===== src/rtl/fci_pkg.sv =====
// Constants for the flash command and status interface.
// Assumes a 32-bit plain register port and a separate array engine.
package fci_pkg;

	// ==========================================
	// Register offsets
	localparam logic [7:0] FCI_OFS_CONTROL = 8'h00;
	localparam logic [7:0] FCI_OFS_COMMAND = 8'h04;
	localparam logic [7:0] FCI_OFS_STATUS = 8'h08;
	localparam logic [31:0] FCI_RST_WORD = 32'h00000000;

	// ==========================================
	// Control fields
	localparam int FCI_CTL_RDY = 0;
	localparam int FCI_CTL_LOCK = 2;
	localparam int FCI_CTL_CMD = 3;
	localparam int FCI_CTL_WS = 6;

	// ==========================================
	// Command fields
	localparam logic [7:0] FCI_KEY = 8'hA5;
	localparam int FCI_KEY_LSB = 24;
	localparam int FCI_PAGE_LSB = 8;
	localparam int FCI_PAGE_W = 16;
	localparam int FCI_PAGE_VALID = 10;
	localparam logic [15:0] FCI_PAGE_MASK = 16'h03FF;

	// ==========================================
	// Status fields
	localparam int FCI_ST_RDY = 0;
	localparam int FCI_ST_LOCK = 2;
	localparam int FCI_ST_CMD = 3;
	localparam int FCI_ST_SEC = 4;
	localparam int FCI_ST_QPR = 5;
	localparam int FCI_ST_SZ_LSB = 13;
	localparam int FCI_ST_LK_LSB = 16;
	localparam logic [2:0] FCI_SIZE_CODE = 3'h5;

	// ==========================================
	// Fuse layout used for security checks
	localparam int FCI_FUSE_EPFL = 16;
	localparam int FCI_FUSE_BP_HI = 19;
	localparam logic [2:0] FCI_FUSE_BYTE_PROT = 3'h2;
	localparam int FCI_REGION_SHIFT = 6;

	typedef enum logic [3:0] {
		FCI_CMD_NOP = 4'h0,
		FCI_CMD_WRITE_PAGE = 4'h1,
		FCI_CMD_ERASE_PAGE = 4'h2,
		FCI_CMD_CLEAR_PAGE_BUFFER = 4'h3,
		FCI_CMD_LOCK_REGION = 4'h4,
		FCI_CMD_UNLOCK_REGION = 4'h5,
		FCI_CMD_ERASE_ALL = 4'h6,
		FCI_CMD_FUSE_BIT_WRITE = 4'h7,
		FCI_CMD_FUSE_BIT_ERASE = 4'h8,
		FCI_CMD_SET_SECURITY = 4'h9,
		FCI_CMD_FUSE_BYTE_PROGRAM = 4'hA,
		FCI_CMD_FUSE_ERASE_ALL = 4'hB,
		FCI_CMD_QUICK_PAGE_CHECK = 4'hC,
		FCI_CMD_USER_PAGE_WRITE = 4'hD,
		FCI_CMD_USER_PAGE_ERASE = 4'hE,
		FCI_CMD_USER_PAGE_CHECK = 4'hF
	} fci_cmd_type;

	typedef enum logic [1:0] {
		FCI_ST_IDLE = 2'b00,
		FCI_ST_BUSY = 2'b01
	} fci_state_type;

endpackage


===== src/rtl/fci_flash_command_status_interface.sv =====
// Control, command and status registers of the embedded flash controller.
// Assumes an array engine that takes a start pulse and answers with done.
`timescale 1ns/1ns
module fci_flash_command_status_interface
	import fci_pkg::*;
(
	// Clock and reset
	input wire logic mclk,
	input wire logic nrst,
	// Register port
	input wire logic [7:0] reg_addr,
	input wire logic [31:0] reg_wdata,
	input wire logic reg_write,
	input wire logic reg_read,
	output logic [31:0] reg_rdata,
	// Page buffer write observation
	input wire logic pbuf_write,
	input wire logic [15:0] pbuf_page,
	// Array engine
	output logic cmd_start,
	output logic [3:0] cmd_code,
	output logic [15:0] cmd_page,
	input wire logic cmd_done,
	input wire logic quick_read_in,
	input wire logic [31:0] fuse_state,
	input wire logic security_in,
	// Array read timing and interrupt
	output logic read_wait_states,
	output logic irq
);

	// ==========================================
	// Registers
	logic [31:0] ctl_q;
	logic [15:0] page_number_q;
	logic [3:0] cmd_q;
	logic lock_fault_q;
	logic cmd_fault_q;
	logic quick_read_result_q;
	fci_state_type state_q;
	logic ready_flag;
	logic cmd_wr;
	logic key_ok;
	logic code_bad;
	logic locked_hit;
	logic sec_refuse;
	logic accept;
	logic [3:0] new_code;
	logic [15:0] new_page;
	logic [3:0] region;
	logic st_read;
	logic ctl_wr;
	// Command decode and refusal reasons
	logic attr_engine;
	logic attr_page_lock;
	logic attr_all_lock;
	logic attr_fuse_bit;
	logic attr_fuse_byte;
	logic attr_fuse_all;
	logic busy_is_check;
	logic refuse_busy;
	logic refuse_key;
	logic refuse_code;
	logic refuse_lock;
	// Region lock flags and read views
	logic [15:0] region_lock_flag;
	logic [31:0] ctl_view;
	logic [31:0] cmd_view;
	logic [31:0] st_view;
	logic [31:0] rd_mux;

	assign ready_flag = (state_q == FCI_ST_IDLE);
	assign cmd_wr = reg_write && (reg_addr == FCI_OFS_COMMAND);
	assign ctl_wr = reg_write && (reg_addr == FCI_OFS_CONTROL);
	assign st_read = reg_read && (reg_addr == FCI_OFS_STATUS);
	assign new_code = reg_wdata[3:0];
	assign new_page = reg_wdata[FCI_PAGE_LSB +: FCI_PAGE_W] & FCI_PAGE_MASK;
	assign key_ok = (reg_wdata[FCI_KEY_LSB +: 8] == FCI_KEY);
	// Upper code bits 7:4 are unused codes
	assign code_bad = (reg_wdata[7:4] != 4'h0);
	assign region = new_page[FCI_PAGE_VALID-1 -: 4];

	// ==========================================
	// Command decode
	// Every code is listed, so no code slips past the checks unseen
	always_comb
	begin
		attr_engine = 1'b0;
		attr_page_lock = 1'b0;
		attr_all_lock = 1'b0;
		attr_fuse_bit = 1'b0;
		attr_fuse_byte = 1'b0;
		attr_fuse_all = 1'b0;
		case (new_code)
			FCI_CMD_NOP:
			begin
				attr_engine = 1'b0;
			end
			FCI_CMD_WRITE_PAGE:
			begin
				attr_engine = 1'b1;
				attr_page_lock = 1'b1;
			end
			FCI_CMD_ERASE_PAGE:
			begin
				attr_engine = 1'b1;
				attr_page_lock = 1'b1;
			end
			FCI_CMD_CLEAR_PAGE_BUFFER:
			begin
				attr_engine = 1'b1;
			end
			FCI_CMD_LOCK_REGION:
			begin
				attr_engine = 1'b1;
			end
			FCI_CMD_UNLOCK_REGION:
			begin
				attr_engine = 1'b1;
			end
			FCI_CMD_ERASE_ALL:
			begin
				attr_engine = 1'b1;
				attr_all_lock = 1'b1;
			end
			FCI_CMD_FUSE_BIT_WRITE:
			begin
				attr_engine = 1'b1;
				attr_fuse_bit = 1'b1;
			end
			FCI_CMD_FUSE_BIT_ERASE:
			begin
				attr_engine = 1'b1;
				attr_fuse_bit = 1'b1;
			end
			FCI_CMD_SET_SECURITY:
			begin
				attr_engine = 1'b1;
			end
			FCI_CMD_FUSE_BYTE_PROGRAM:
			begin
				attr_engine = 1'b1;
				attr_fuse_byte = 1'b1;
			end
			FCI_CMD_FUSE_ERASE_ALL:
			begin
				attr_engine = 1'b1;
				attr_fuse_all = 1'b1;
			end
			FCI_CMD_QUICK_PAGE_CHECK:
			begin
				attr_engine = 1'b1;
			end
			FCI_CMD_USER_PAGE_WRITE:
			begin
				attr_engine = 1'b1;
			end
			FCI_CMD_USER_PAGE_ERASE:
			begin
				attr_engine = 1'b1;
			end
			FCI_CMD_USER_PAGE_CHECK:
			begin
				attr_engine = 1'b1;
			end
			default:
				attr_engine = 1'b0;
		endcase
	end

	// ==========================================
	// Region lock flags
	// A programmed lock fuse (0) marks its region locked
	genvar gi;
	generate
		for (gi = 0; gi < $bits(region_lock_flag); gi = gi + 1)
		begin : g_region
			assign region_lock_flag[gi] = ~fuse_state[gi];
		end
	endgenerate

	// Flags come straight from fuses, so no shadow copy can go stale
	always_comb
	begin
		locked_hit = 1'b0;
		if (attr_page_lock)
			locked_hit = region_lock_flag[region];
		else if (attr_all_lock)
			locked_hit = |region_lock_flag;
	end

	// Protected fuse commands while the chip is secured
	always_comb
	begin
		sec_refuse = 1'b0;
		if (security_in)
		begin
			if (attr_fuse_bit)
				sec_refuse = new_page >= 16'(FCI_FUSE_EPFL) &&
					new_page <= 16'(FCI_FUSE_BP_HI);
			else if (attr_fuse_byte)
				sec_refuse = new_page[2:0] == FCI_FUSE_BYTE_PROT;
			else if (attr_fuse_all)
				sec_refuse = 1'b1;
		end
	end

	// ==========================================
	// Refusal reasons; lock checks only count for a clean write
	assign refuse_busy = cmd_wr && !ready_flag;
	assign refuse_key = cmd_wr && !key_ok;
	assign refuse_code = cmd_wr && code_bad;
	assign refuse_lock = cmd_wr && ready_flag && key_ok && !code_bad &&
		(locked_hit || sec_refuse);
	assign accept = cmd_wr && !refuse_busy && !refuse_key && !refuse_code
		&& !refuse_lock;

	// ==========================================
	// Control register
	always_ff @(posedge mclk or negedge nrst)
	begin
		if (!nrst)
			ctl_q <= FCI_RST_WORD;
		else if (ctl_wr)
			ctl_q <= reg_wdata;
	end
	assign read_wait_states = ctl_q[FCI_CTL_WS];

	// ==========================================
	// Command register and page number
	// An accepted command write wins over a page buffer write in one cycle
	always_ff @(posedge mclk or negedge nrst)
	begin
		if (!nrst)
			page_number_q <= 16'h0000;
		else if (accept)
			page_number_q <= new_page;
		else if (pbuf_write)
			page_number_q <= pbuf_page & FCI_PAGE_MASK;
	end

	always_ff @(posedge mclk or negedge nrst)
	begin
		if (!nrst)
			cmd_q <= 4'h0;
		else if (accept)
			cmd_q <= new_code;
	end

	// ==========================================
	// Sequencer
	// A no-operation is taken but never makes the block busy
	always_ff @(posedge mclk or negedge nrst)
	begin
		if (!nrst)
			state_q <= FCI_ST_IDLE;
		else
			case (state_q)
				FCI_ST_IDLE:
					if (accept && attr_engine)
						state_q <= FCI_ST_BUSY;
				FCI_ST_BUSY:
					if (cmd_done)
						state_q <= FCI_ST_IDLE;
				default:
					state_q <= FCI_ST_IDLE;
			endcase
	end

	always_ff @(posedge mclk or negedge nrst)
	begin
		if (!nrst)
			cmd_start <= 1'b0;
		else
			cmd_start <= accept && attr_engine;
	end
	assign cmd_code = cmd_q;
	assign cmd_page = page_number_q;

	// Result latched when a quick page check or user page check finishes
	assign busy_is_check = cmd_q == FCI_CMD_QUICK_PAGE_CHECK ||
		cmd_q == FCI_CMD_USER_PAGE_CHECK;
	always_ff @(posedge mclk or negedge nrst)
	begin
		if (!nrst)
			quick_read_result_q <= 1'b0;
		else if (state_q == FCI_ST_BUSY && cmd_done && busy_is_check)
			quick_read_result_q <= quick_read_in;
	end

	// ==========================================
	// Fault flags: a new fault wins over the read clear
	always_ff @(posedge mclk or negedge nrst)
	begin
		if (!nrst)
			cmd_fault_q <= 1'b0;
		else if (refuse_busy || refuse_key || refuse_code)
			cmd_fault_q <= 1'b1;
		else if (st_read)
			cmd_fault_q <= 1'b0;
	end

	always_ff @(posedge mclk or negedge nrst)
	begin
		if (!nrst)
			lock_fault_q <= 1'b0;
		else if (refuse_lock)
			lock_fault_q <= 1'b1;
		else if (st_read)
			lock_fault_q <= 1'b0;
	end

	// ==========================================
	// Read views of the three registers
	assign ctl_view = ctl_q & 32'h0000004D;
	assign cmd_view = {8'h00, page_number_q, 4'h0, cmd_q};
	assign st_view = {region_lock_flag, FCI_SIZE_CODE, 7'h00,
		quick_read_result_q, security_in, cmd_fault_q,
		lock_fault_q, 1'b0, ready_flag};

	// ==========================================
	// Read data, one cycle after the strobe
	// Unmapped offsets return zero rather than a stale word
	always_comb
	begin
		rd_mux = FCI_RST_WORD;
		case (reg_addr)
			FCI_OFS_CONTROL:
				rd_mux = ctl_view;
			FCI_OFS_COMMAND:
				rd_mux = cmd_view;
			FCI_OFS_STATUS:
				rd_mux = st_view;
			default:
				rd_mux = FCI_RST_WORD;
		endcase
	end

	always_ff @(posedge mclk or negedge nrst)
	begin
		if (!nrst)
			reg_rdata <= FCI_RST_WORD;
		else if (reg_read)
			reg_rdata <= rd_mux;
		else
			reg_rdata <= FCI_RST_WORD;
	end

	// ==========================================
	// Interrupt
	// Ready is a level, so its interrupt stays high while idle
	assign irq = (ctl_q[FCI_CTL_RDY] && ready_flag) ||
		(ctl_q[FCI_CTL_LOCK] && lock_fault_q) ||
		(ctl_q[FCI_CTL_CMD] && cmd_fault_q);

endmodule


===== config.mk =====
export PLATFORM = sky130hd
export DESIGN_NAME = fci_flash_command_status_interface
export DESIGN_NICKNAME = d
export VERILOG_FILES = /design/src/rtl/fci_pkg.sv /design/src/rtl/fci_flash_command_status_interface.sv
export SDC_FILE = /design/constraint.sdc
export NUM_CORES = 1
export LEC_CHECK = 0
export ABC_CLOCK_PERIOD_IN_PS = 2180
export BUFFER_PORTS_ARGS = -buffer_cell sky130_fd_sc_hd__buf_2
export CAP_MARGIN = 5
export CELL_PAD_IN_SITES_DETAIL_PLACEMENT = 1
export CELL_PAD_IN_SITES_GLOBAL_PLACEMENT = 1
export CORE_MARGIN = 2
export CORE_UTILIZATION = 30
export CTS_BUF_LIST = sky130_fd_sc_hd__clkbuf_2 sky130_fd_sc_hd__clkbuf_4 sky130_fd_sc_hd__clkbuf_8
export DETAILED_ROUTE_END_ITERATION = 7
export PLACE_DENSITY_LB_ADDON = 0.1
export SLEW_MARGIN = 20
export SYNTH_ARGS = -nofsm -noshare
export SYNTH_HDL_FRONTEND = slang
export SYNTH_SLANG_ARGS = --single-unit
export TNS_END_PERCENT = 5

===== constraint.sdc =====
create_clock -name mclk -period 2.18 [get_ports mclk]
set_input_delay 0.436 -clock mclk [delete_from_list [all_inputs] [get_ports mclk]]
set_output_delay 0.436 -clock mclk [all_outputs]
set_load 0.01 [all_outputs]

==> Word-level counts from Yosys, hierarchy flattened <==
Cells that the tools add are included.
{ "op_classes": {"eq_ne": 24, "n_reduce_logical": 46, "mux": 24, "n_lt_le_gt_ge": 3, "n_bitwise": 16} }
{ "ops": {"columns": ["operator", "n"], "rows": [
  ["32-bit one-hot mux with 3 select lines", 1],
  ["4-bit equality test, second input constant", 10],
  ["16-bit 2-to-1 mux", 2],
  ["32-bit 2-to-1 mux", 1],
  ["1-bit logical AND", 21],
  ["4-bit by 3-bit equality test with 1-bit output, second input constant", 4],
  ["1-bit inverter", 16],
  ["16-bit OR reduction", 1],
  ["1-bit 2-to-1 mux", 15],
  ["15-bit OR reduction", 1],
  ["10-bit by 5-bit greater-or-equal comparator with 1-bit output, second input constant", 1],
  ["10-bit by 5-bit <= comparator with 1-bit output, second input constant", 1],
  ["4-bit by 2-bit equality test with 1-bit output, second input constant", 2],
  ["8-bit by 3-bit equality test with 1-bit output, second input constant", 1],
  ["8-bit by 4-bit equality test with 1-bit output, second input constant", 1],
  ["8-bit equality test, second input constant", 1],
  ["8-bit zero test", 1],
  ["1-bit zero test", 7],
  ["1-bit logical OR", 6],
  ["2-bit nonzero test", 3],
  ["4-bit by 5-bit < comparator with 1-bit output, second input constant", 1],
  ["1-bit binary-select mux with 4-bit select", 1],
  ["4-bit by 1-bit equality test with 1-bit output, second input constant", 1],
  ["4-bit zero test", 1],
  ["other kinds (11)", 13]
]} }
{ "word_totals": {"word_cells": 122, "out_inout_bits": 55, "ff_bits": 65, "input_bits": 96} }

==> Logic depth before layout (Yosys ltp) <==
{ "logic_depth": {"depth_word": 13, "depth_mapped": 8, "ltp_nobuf": 5} }

==> Worst setup path before layout <==
No wires, ideal clock.
{ "synth_path": {"path_kind": "input port to flip-flop", "from": "in reg_wdata[14]", "to": "reg cmd_q[0], in the netlist cmd_code[0]", "path_slack_ns": -0.177, "cell_stages": 8, "n_path_buf": 3, "t_required_ns": 2.055, "arrival_ns": 2.232, "setup_ns": 0.125, "cell_sequence": "buf_4 -> mux4_1 -> a32oi_1 -> and4_1 -> or4_4 -> buf_6 -> buf_12 -> mux2_4"} }
{ "synth_via": {"elab_chain_len": 8, "word_cells_on_any_way": 12, "cone_classes": "order compare (2); mux (5); reduce/logical (5)"} }
{ "synth_lines": {"columns": ["element", "line_no", "source"], "rows": [
  ["start: declaration", "fci_flash_command_status_interface.sv:12", "input wire logic [31:0] reg_wdata,"],
  ["10-bit by 5-bit greater-or-equal comparator with 1-bit output / 10-bit by 5-bit <= comparator with 1-bit output (equally long branches)", "fci_flash_command_status_interface.sv:199, fci_flash_command_status_interface.sv:200", null],
  ["1-bit logical AND", "fci_flash_command_status_interface.sv:199", "sec_refuse = new_page >= 16'(FCI_FUSE_EPFL) &&"],
  ["1-bit 2-to-1 mux", "fci_flash_command_status_interface.sv:198", "if (attr_fuse_bit)"],
  ["1-bit 2-to-1 mux", "fci_flash_command_status_interface.sv:196", "if (security_in)"],
  ["1-bit logical OR *", "fci_flash_command_status_interface.sv:214", "(locked_hit || sec_refuse);"],
  ["1-bit logical AND *", "fci_flash_command_status_interface.sv:213", "assign refuse_lock = cmd_wr && ready_flag && key_ok && !code_bad &&"],
  ["1-bit zero test *", "fci_flash_command_status_interface.sv:216", "&& !refuse_lock;"],
  ["1-bit logical AND *", "fci_flash_command_status_interface.sv:216", null],
  ["end signal: assignment", "fci_flash_command_status_interface.sv:247", "cmd_q <= new_code;"],
  ["end: declaration", "fci_flash_command_status_interface.sv:36", "logic [3:0] cmd_q;"]
]} }
Every way passes the cells marked *; elsewhere a longest branch is shown, timed or not. The select of a mux whose other input is x is not followed.
A chain may end at the register's enable or synchronous reset.

==> Worst setup path after layout <==
{ "layout_path": {"from": "reg state_q[0]", "to": "reg page_number_q[2], in the netlist cmd_page[2]"} }
{ "layout_via": {"elab_chain_len": 9, "word_cells_on_any_way": 15, "cone_classes": "mux (1); reduce/logical (14)"} }
{ "layout_lines": {"columns": ["element", "line_no", "source"], "rows": [
  ["start: declaration", "fci_flash_command_status_interface.sv:40", "fci_state_type state_q;"],
  ["start signal: assignment", "fci_flash_command_status_interface.sv:256", "state_q <= FCI_ST_IDLE;"],
  ["start signal: assignment", "fci_flash_command_status_interface.sv:261", "state_q <= FCI_ST_BUSY;"],
  ["start signal: assignment", "fci_flash_command_status_interface.sv:264", "state_q <= FCI_ST_IDLE;"],
  ["2-bit zero test *", "fci_flash_command_status_interface.sv:72", "assign ready_flag = (state_q == FCI_ST_IDLE);"],
  ["1-bit zero test", "fci_flash_command_status_interface.sv:210", "assign refuse_busy = cmd_wr && !ready_flag;"],
  ["1-bit logical AND", "fci_flash_command_status_interface.sv:210", null],
  ["1-bit zero test", "fci_flash_command_status_interface.sv:215", "assign accept = cmd_wr && !refuse_busy && !refuse_key && !refuse_code"],
  ["1-bit logical AND (3 in a row)", "fci_flash_command_status_interface.sv:215", null],
  ["1-bit logical AND *", "fci_flash_command_status_interface.sv:216", null],
  ["16-bit 2-to-1 mux / 2-bit nonzero test (equally long branches)", null, null],
  ["end signal: assignment", "fci_flash_command_status_interface.sv:237", "page_number_q <= new_page;"],
  ["end signal: assignment", "fci_flash_command_status_interface.sv:239", "page_number_q <= pbuf_page & FCI_PAGE_MASK;"],
  ["end: declaration", "fci_flash_command_status_interface.sv:35", "logic [15:0] page_number_q;"]
]} }
Every way passes the cells marked *; elsewhere a longest branch is shown, timed or not.

==> results.py <==
metrics = {
    "grt": {
        "busiest_layer": "met2",
        "grt_use_total": 0.162,
        "antenna_found_initial": 0,
        "grt_pass1_wl_mm": 11.2,
        "grtUsageMet2": 0.260,
        "overflow": 0,
        "use_met1": 0.215,
        "grt_max_degree": 30,
        "met3_usage": 0.0431,
        "grt_pass1_vias": 2206,
    },
    "yosys": {
        "netlist_area_sq_um": 2540,
        "synthArstFlopShare": 1.00,
        "ys_types": 43,
        "ys.flop_type": "dfrtp_1",
        "synth-compound-area-share": 0.0360,
        "synthAdderAreaFrac": 0,
        "avgSynthCellArea_sq_um": 12.1,
        "synth_top_family_by_area": "simple AND/OR/NAND/NOR gates",
        "ys_ff_latch": 54,
        "yosys-mux-area-fraction": 0.188,
        "syn-instance-count": 210,
        "synth_xor_area_frac": 0.00345,
        "synth-seq-area-share": 0.533,
        "synth_simple_gate_area_frac": 0.192,
        "synth-edff-count": 0,
        "synth_warnings": 0,
    },
    "setup_path": {
        "r2r_slack_ps": -40,
        "crit_type": "reg2reg",
        "r2r-end": "cmd_page[2]$_DFFE_PN0P_",
        "crit_arrival_ps": 2420,
        "end_kind": "flip-flop",
        "cp_max_fo": 8,
        "r2r-start": "state_q[0]$_DFFE_PN0P_",
        "r2r_cells": 5,
        "critPathRequiredTime_ps": 2380,
        "worst_setup_path_start_kind": "flip-flop",
    },
    "final_layout": {
        "layoutNonFillerInstCount": 457,
        "layout_commonest_cell": "buf_2",
        "antenna_cells": 0,
        "final_nets": 447,
        "syn_to_final_growth_pct": 37.8,
        "most-common-layout-cells": "115 x buf_2, 54 x dfrtp_1, 30 x nor2_1, 25 x buf_4, 22 x mux2_2",
        "drive_gt1_frac": 0.540,
    },
    "clock_tree": {
        "cts_tree": "yes",
        "cts_hold_buf": 0,
        "postCtsSetupRepairBufs": 0,
        "clock_sinks": 54,
        "htreeDepth": 2,
        "cts_buffers": 5,
        "clock_latency_ps": 310,
        "cts.path.max_buffers": 2,
        "clockRootBuffer": "clkbuf_8",
        "clk_pin_slew_ps": 100,
    },
    "drt": {
        "wl_per_cell_microns": 15.6,
        "drt-initial-drc-count": 80,
        "dr.pass1.iters": 4,
        "drc_errors": 0,
        "routed_wirelength_mm": 7.14,
        "ant_nets": 0,
        "vias": 2099,
        "avgViaCountPerCell": 4.59,
    },
    "place": {
        "dp.cells": 448,
        "place_hpwl_mm": 5.55,
        "numPortBuffers": 115,
        "routabilityCongestion": 0.746,
    },
    "sta": {
        "maxSlewHeadroom": 0.587,
        "hold_viol_final": 0,
        "tns_ps": -314,
        "final-setup-viol-count": 8,
        "slew_viol_final": 0,
        "final.min_clock_period_ps": 2220,
        "holdWs_ps": 124,
        "worst_pin_slew_ps": 620,
        "fmax_mhz": 450,
        "setup_ws_ps": -43.2,
        "period_share": 1.02,
        "grt_setup_unrepaired": "yes",
        "fin_skew_ps": 7.32,
    },
    "floorplan": {
        "core-area_sq_um": 8220,
        "num_rows": 33,
        "dieWidth_microns": 96.0,
        "die_h_microns": 96.0,
        "io_pins": 151,
        "start_util": 0.309,
        "die_area_sq_um": 9210,
    },
    "run_status": {
        "status": "complete, but fails checks",
        "violations": "negative setup slack",
    },
    "worst_hold_path": {
        "hold_path_class": "in2async",
    },
    "power_and_ir_drop": {
        "peakVddDrop_mv": 0.237,
        "p_leak_nw": 1.89,
        "power.density_nw_per_um2": 573,
        "finalPower_mw": 2.00,
    },
    "run": {
        "max-cap-violations": 0,
    },
}
## power breakdown
part	internal, mW	switching, mW	leakage [nW]	total (mW)
sequential	1.03	0.0176	0.731	1.04
clock	0.339	0.338	0.0579	0.677
combinational	0.152	0.133	1.10	0.285
total	1.52	0.489	1.89	2.00
## metal layers
metal  share of wire  vias up  routed length [microns]
met2            0.47       79                     3330
met1            0.45     1004                     3200
met5               0        -                        0
met3           0.070        7                      500
li1                -     1009                        -
met4           0.015        0                      109
## timing repair
item,CTS,global route
pin swaps,5,1
gates cloned,1,0
setup endpoints to repair,14,14
gates resized for setup,2,0
## Yosys cell counts, drive strengths merged (4+ instances only)
| cell type | count | area (sq um) |
|---|---|---|
| nor3b | 4 | 30.0 |
| nand2 | 10 | 37.5 |
| a21oi | 4 | 20.0 |
| dfrtp | 54 | 1350 |
| and2 | 9 | 56.3 |
| buf | 11 | 95.1 |
| o21ai | 5 | 25.0 |
| nand4 | 6 | 37.5 |
| nor2 | 30 | 113 |
| mux2 | 30 | 368 |
## stage by stage
stage | area [sq um] | util | worst slack [ps]
after detailed placement | 3370 | 0.410 | -247
after global routing | 3500 | 0.425 | -119
after floorplan | 2560 | - | -127
after CTS | 3500 | 0.425 | -111
after global placement | 3370 | 0.410 | -247
final | 3500 | 0.425 | -43.2
## logic make-up (layout without fill, tap and decap cells)
| family | after synthesis | in the layout |
|---|---|---|
| multiplexers | 36 | 36 |
| XOR/XNOR | 1 | 1 |
| AND/OR/NAND/NOR | 86 | 87 |
| AO/OA/AOI/OAI | 15 | 15 |
| buffers and inverters | 17 | 152 |
| other | 1 | 7 |
| flip-flops | 54 | 54 |
## worst max path at each step
stage | to | slack (ps) | depth (start not counted) | startpoint
2_1_floorplan | cmd_code[0]$_DFFE_PN0P_ | -130 | 8 | reg_wdata[14]
3_3_place_gp | cmd_page[5]$_DFFE_PN0P_ | -250 | 8 | reg_wdata[10]
3_5_place_dp | cmd_page[5]$_DFFE_PN0P_ | -250 | 8 | reg_wdata[10]
4_1_cts | cmd_page[0]$_DFFE_PN0P_ | -110 | 5 | state_q[0]$_DFFE_PN0P_
5_1_grt | cmd_page[3]$_DFFE_PN0P_ | -120 | 5 | state_q[0]$_DFFE_PN0P_
6_report | cmd_page[2]$_DFFE_PN0P_ | -40 | 5 | state_q[0]$_DFFE_PN0P_
## area by class of cell
type	instances	area (sq um)
clock inverter	3	40.0
sequential	54	1350
tap	105	131
multi-input combinational	146	1110
timing repair buffer	141	783
clock buffer	5	68.8
fill	962	4720
inverter	3	11.3
## sequential cells by signal, summed over array words and instances (netlist names)
register and count:
lock_fault_q 1, quick_read_result_q 1, cmd_code 4, cmd_start 1, cmd_fault_q 1, state_q 1, cmd_page 10, ctl_q 4
reg_rdata 31
## worst max-delay path, cell delays in order, from the launching register on
cell and delay [ps]:
dfrtp_1 450, nor4b_2 250, and4_2 260, nand4_1 170
or4_4 650, mux2_4 330
Note: power is estimated with default switching activity, not from simulation.
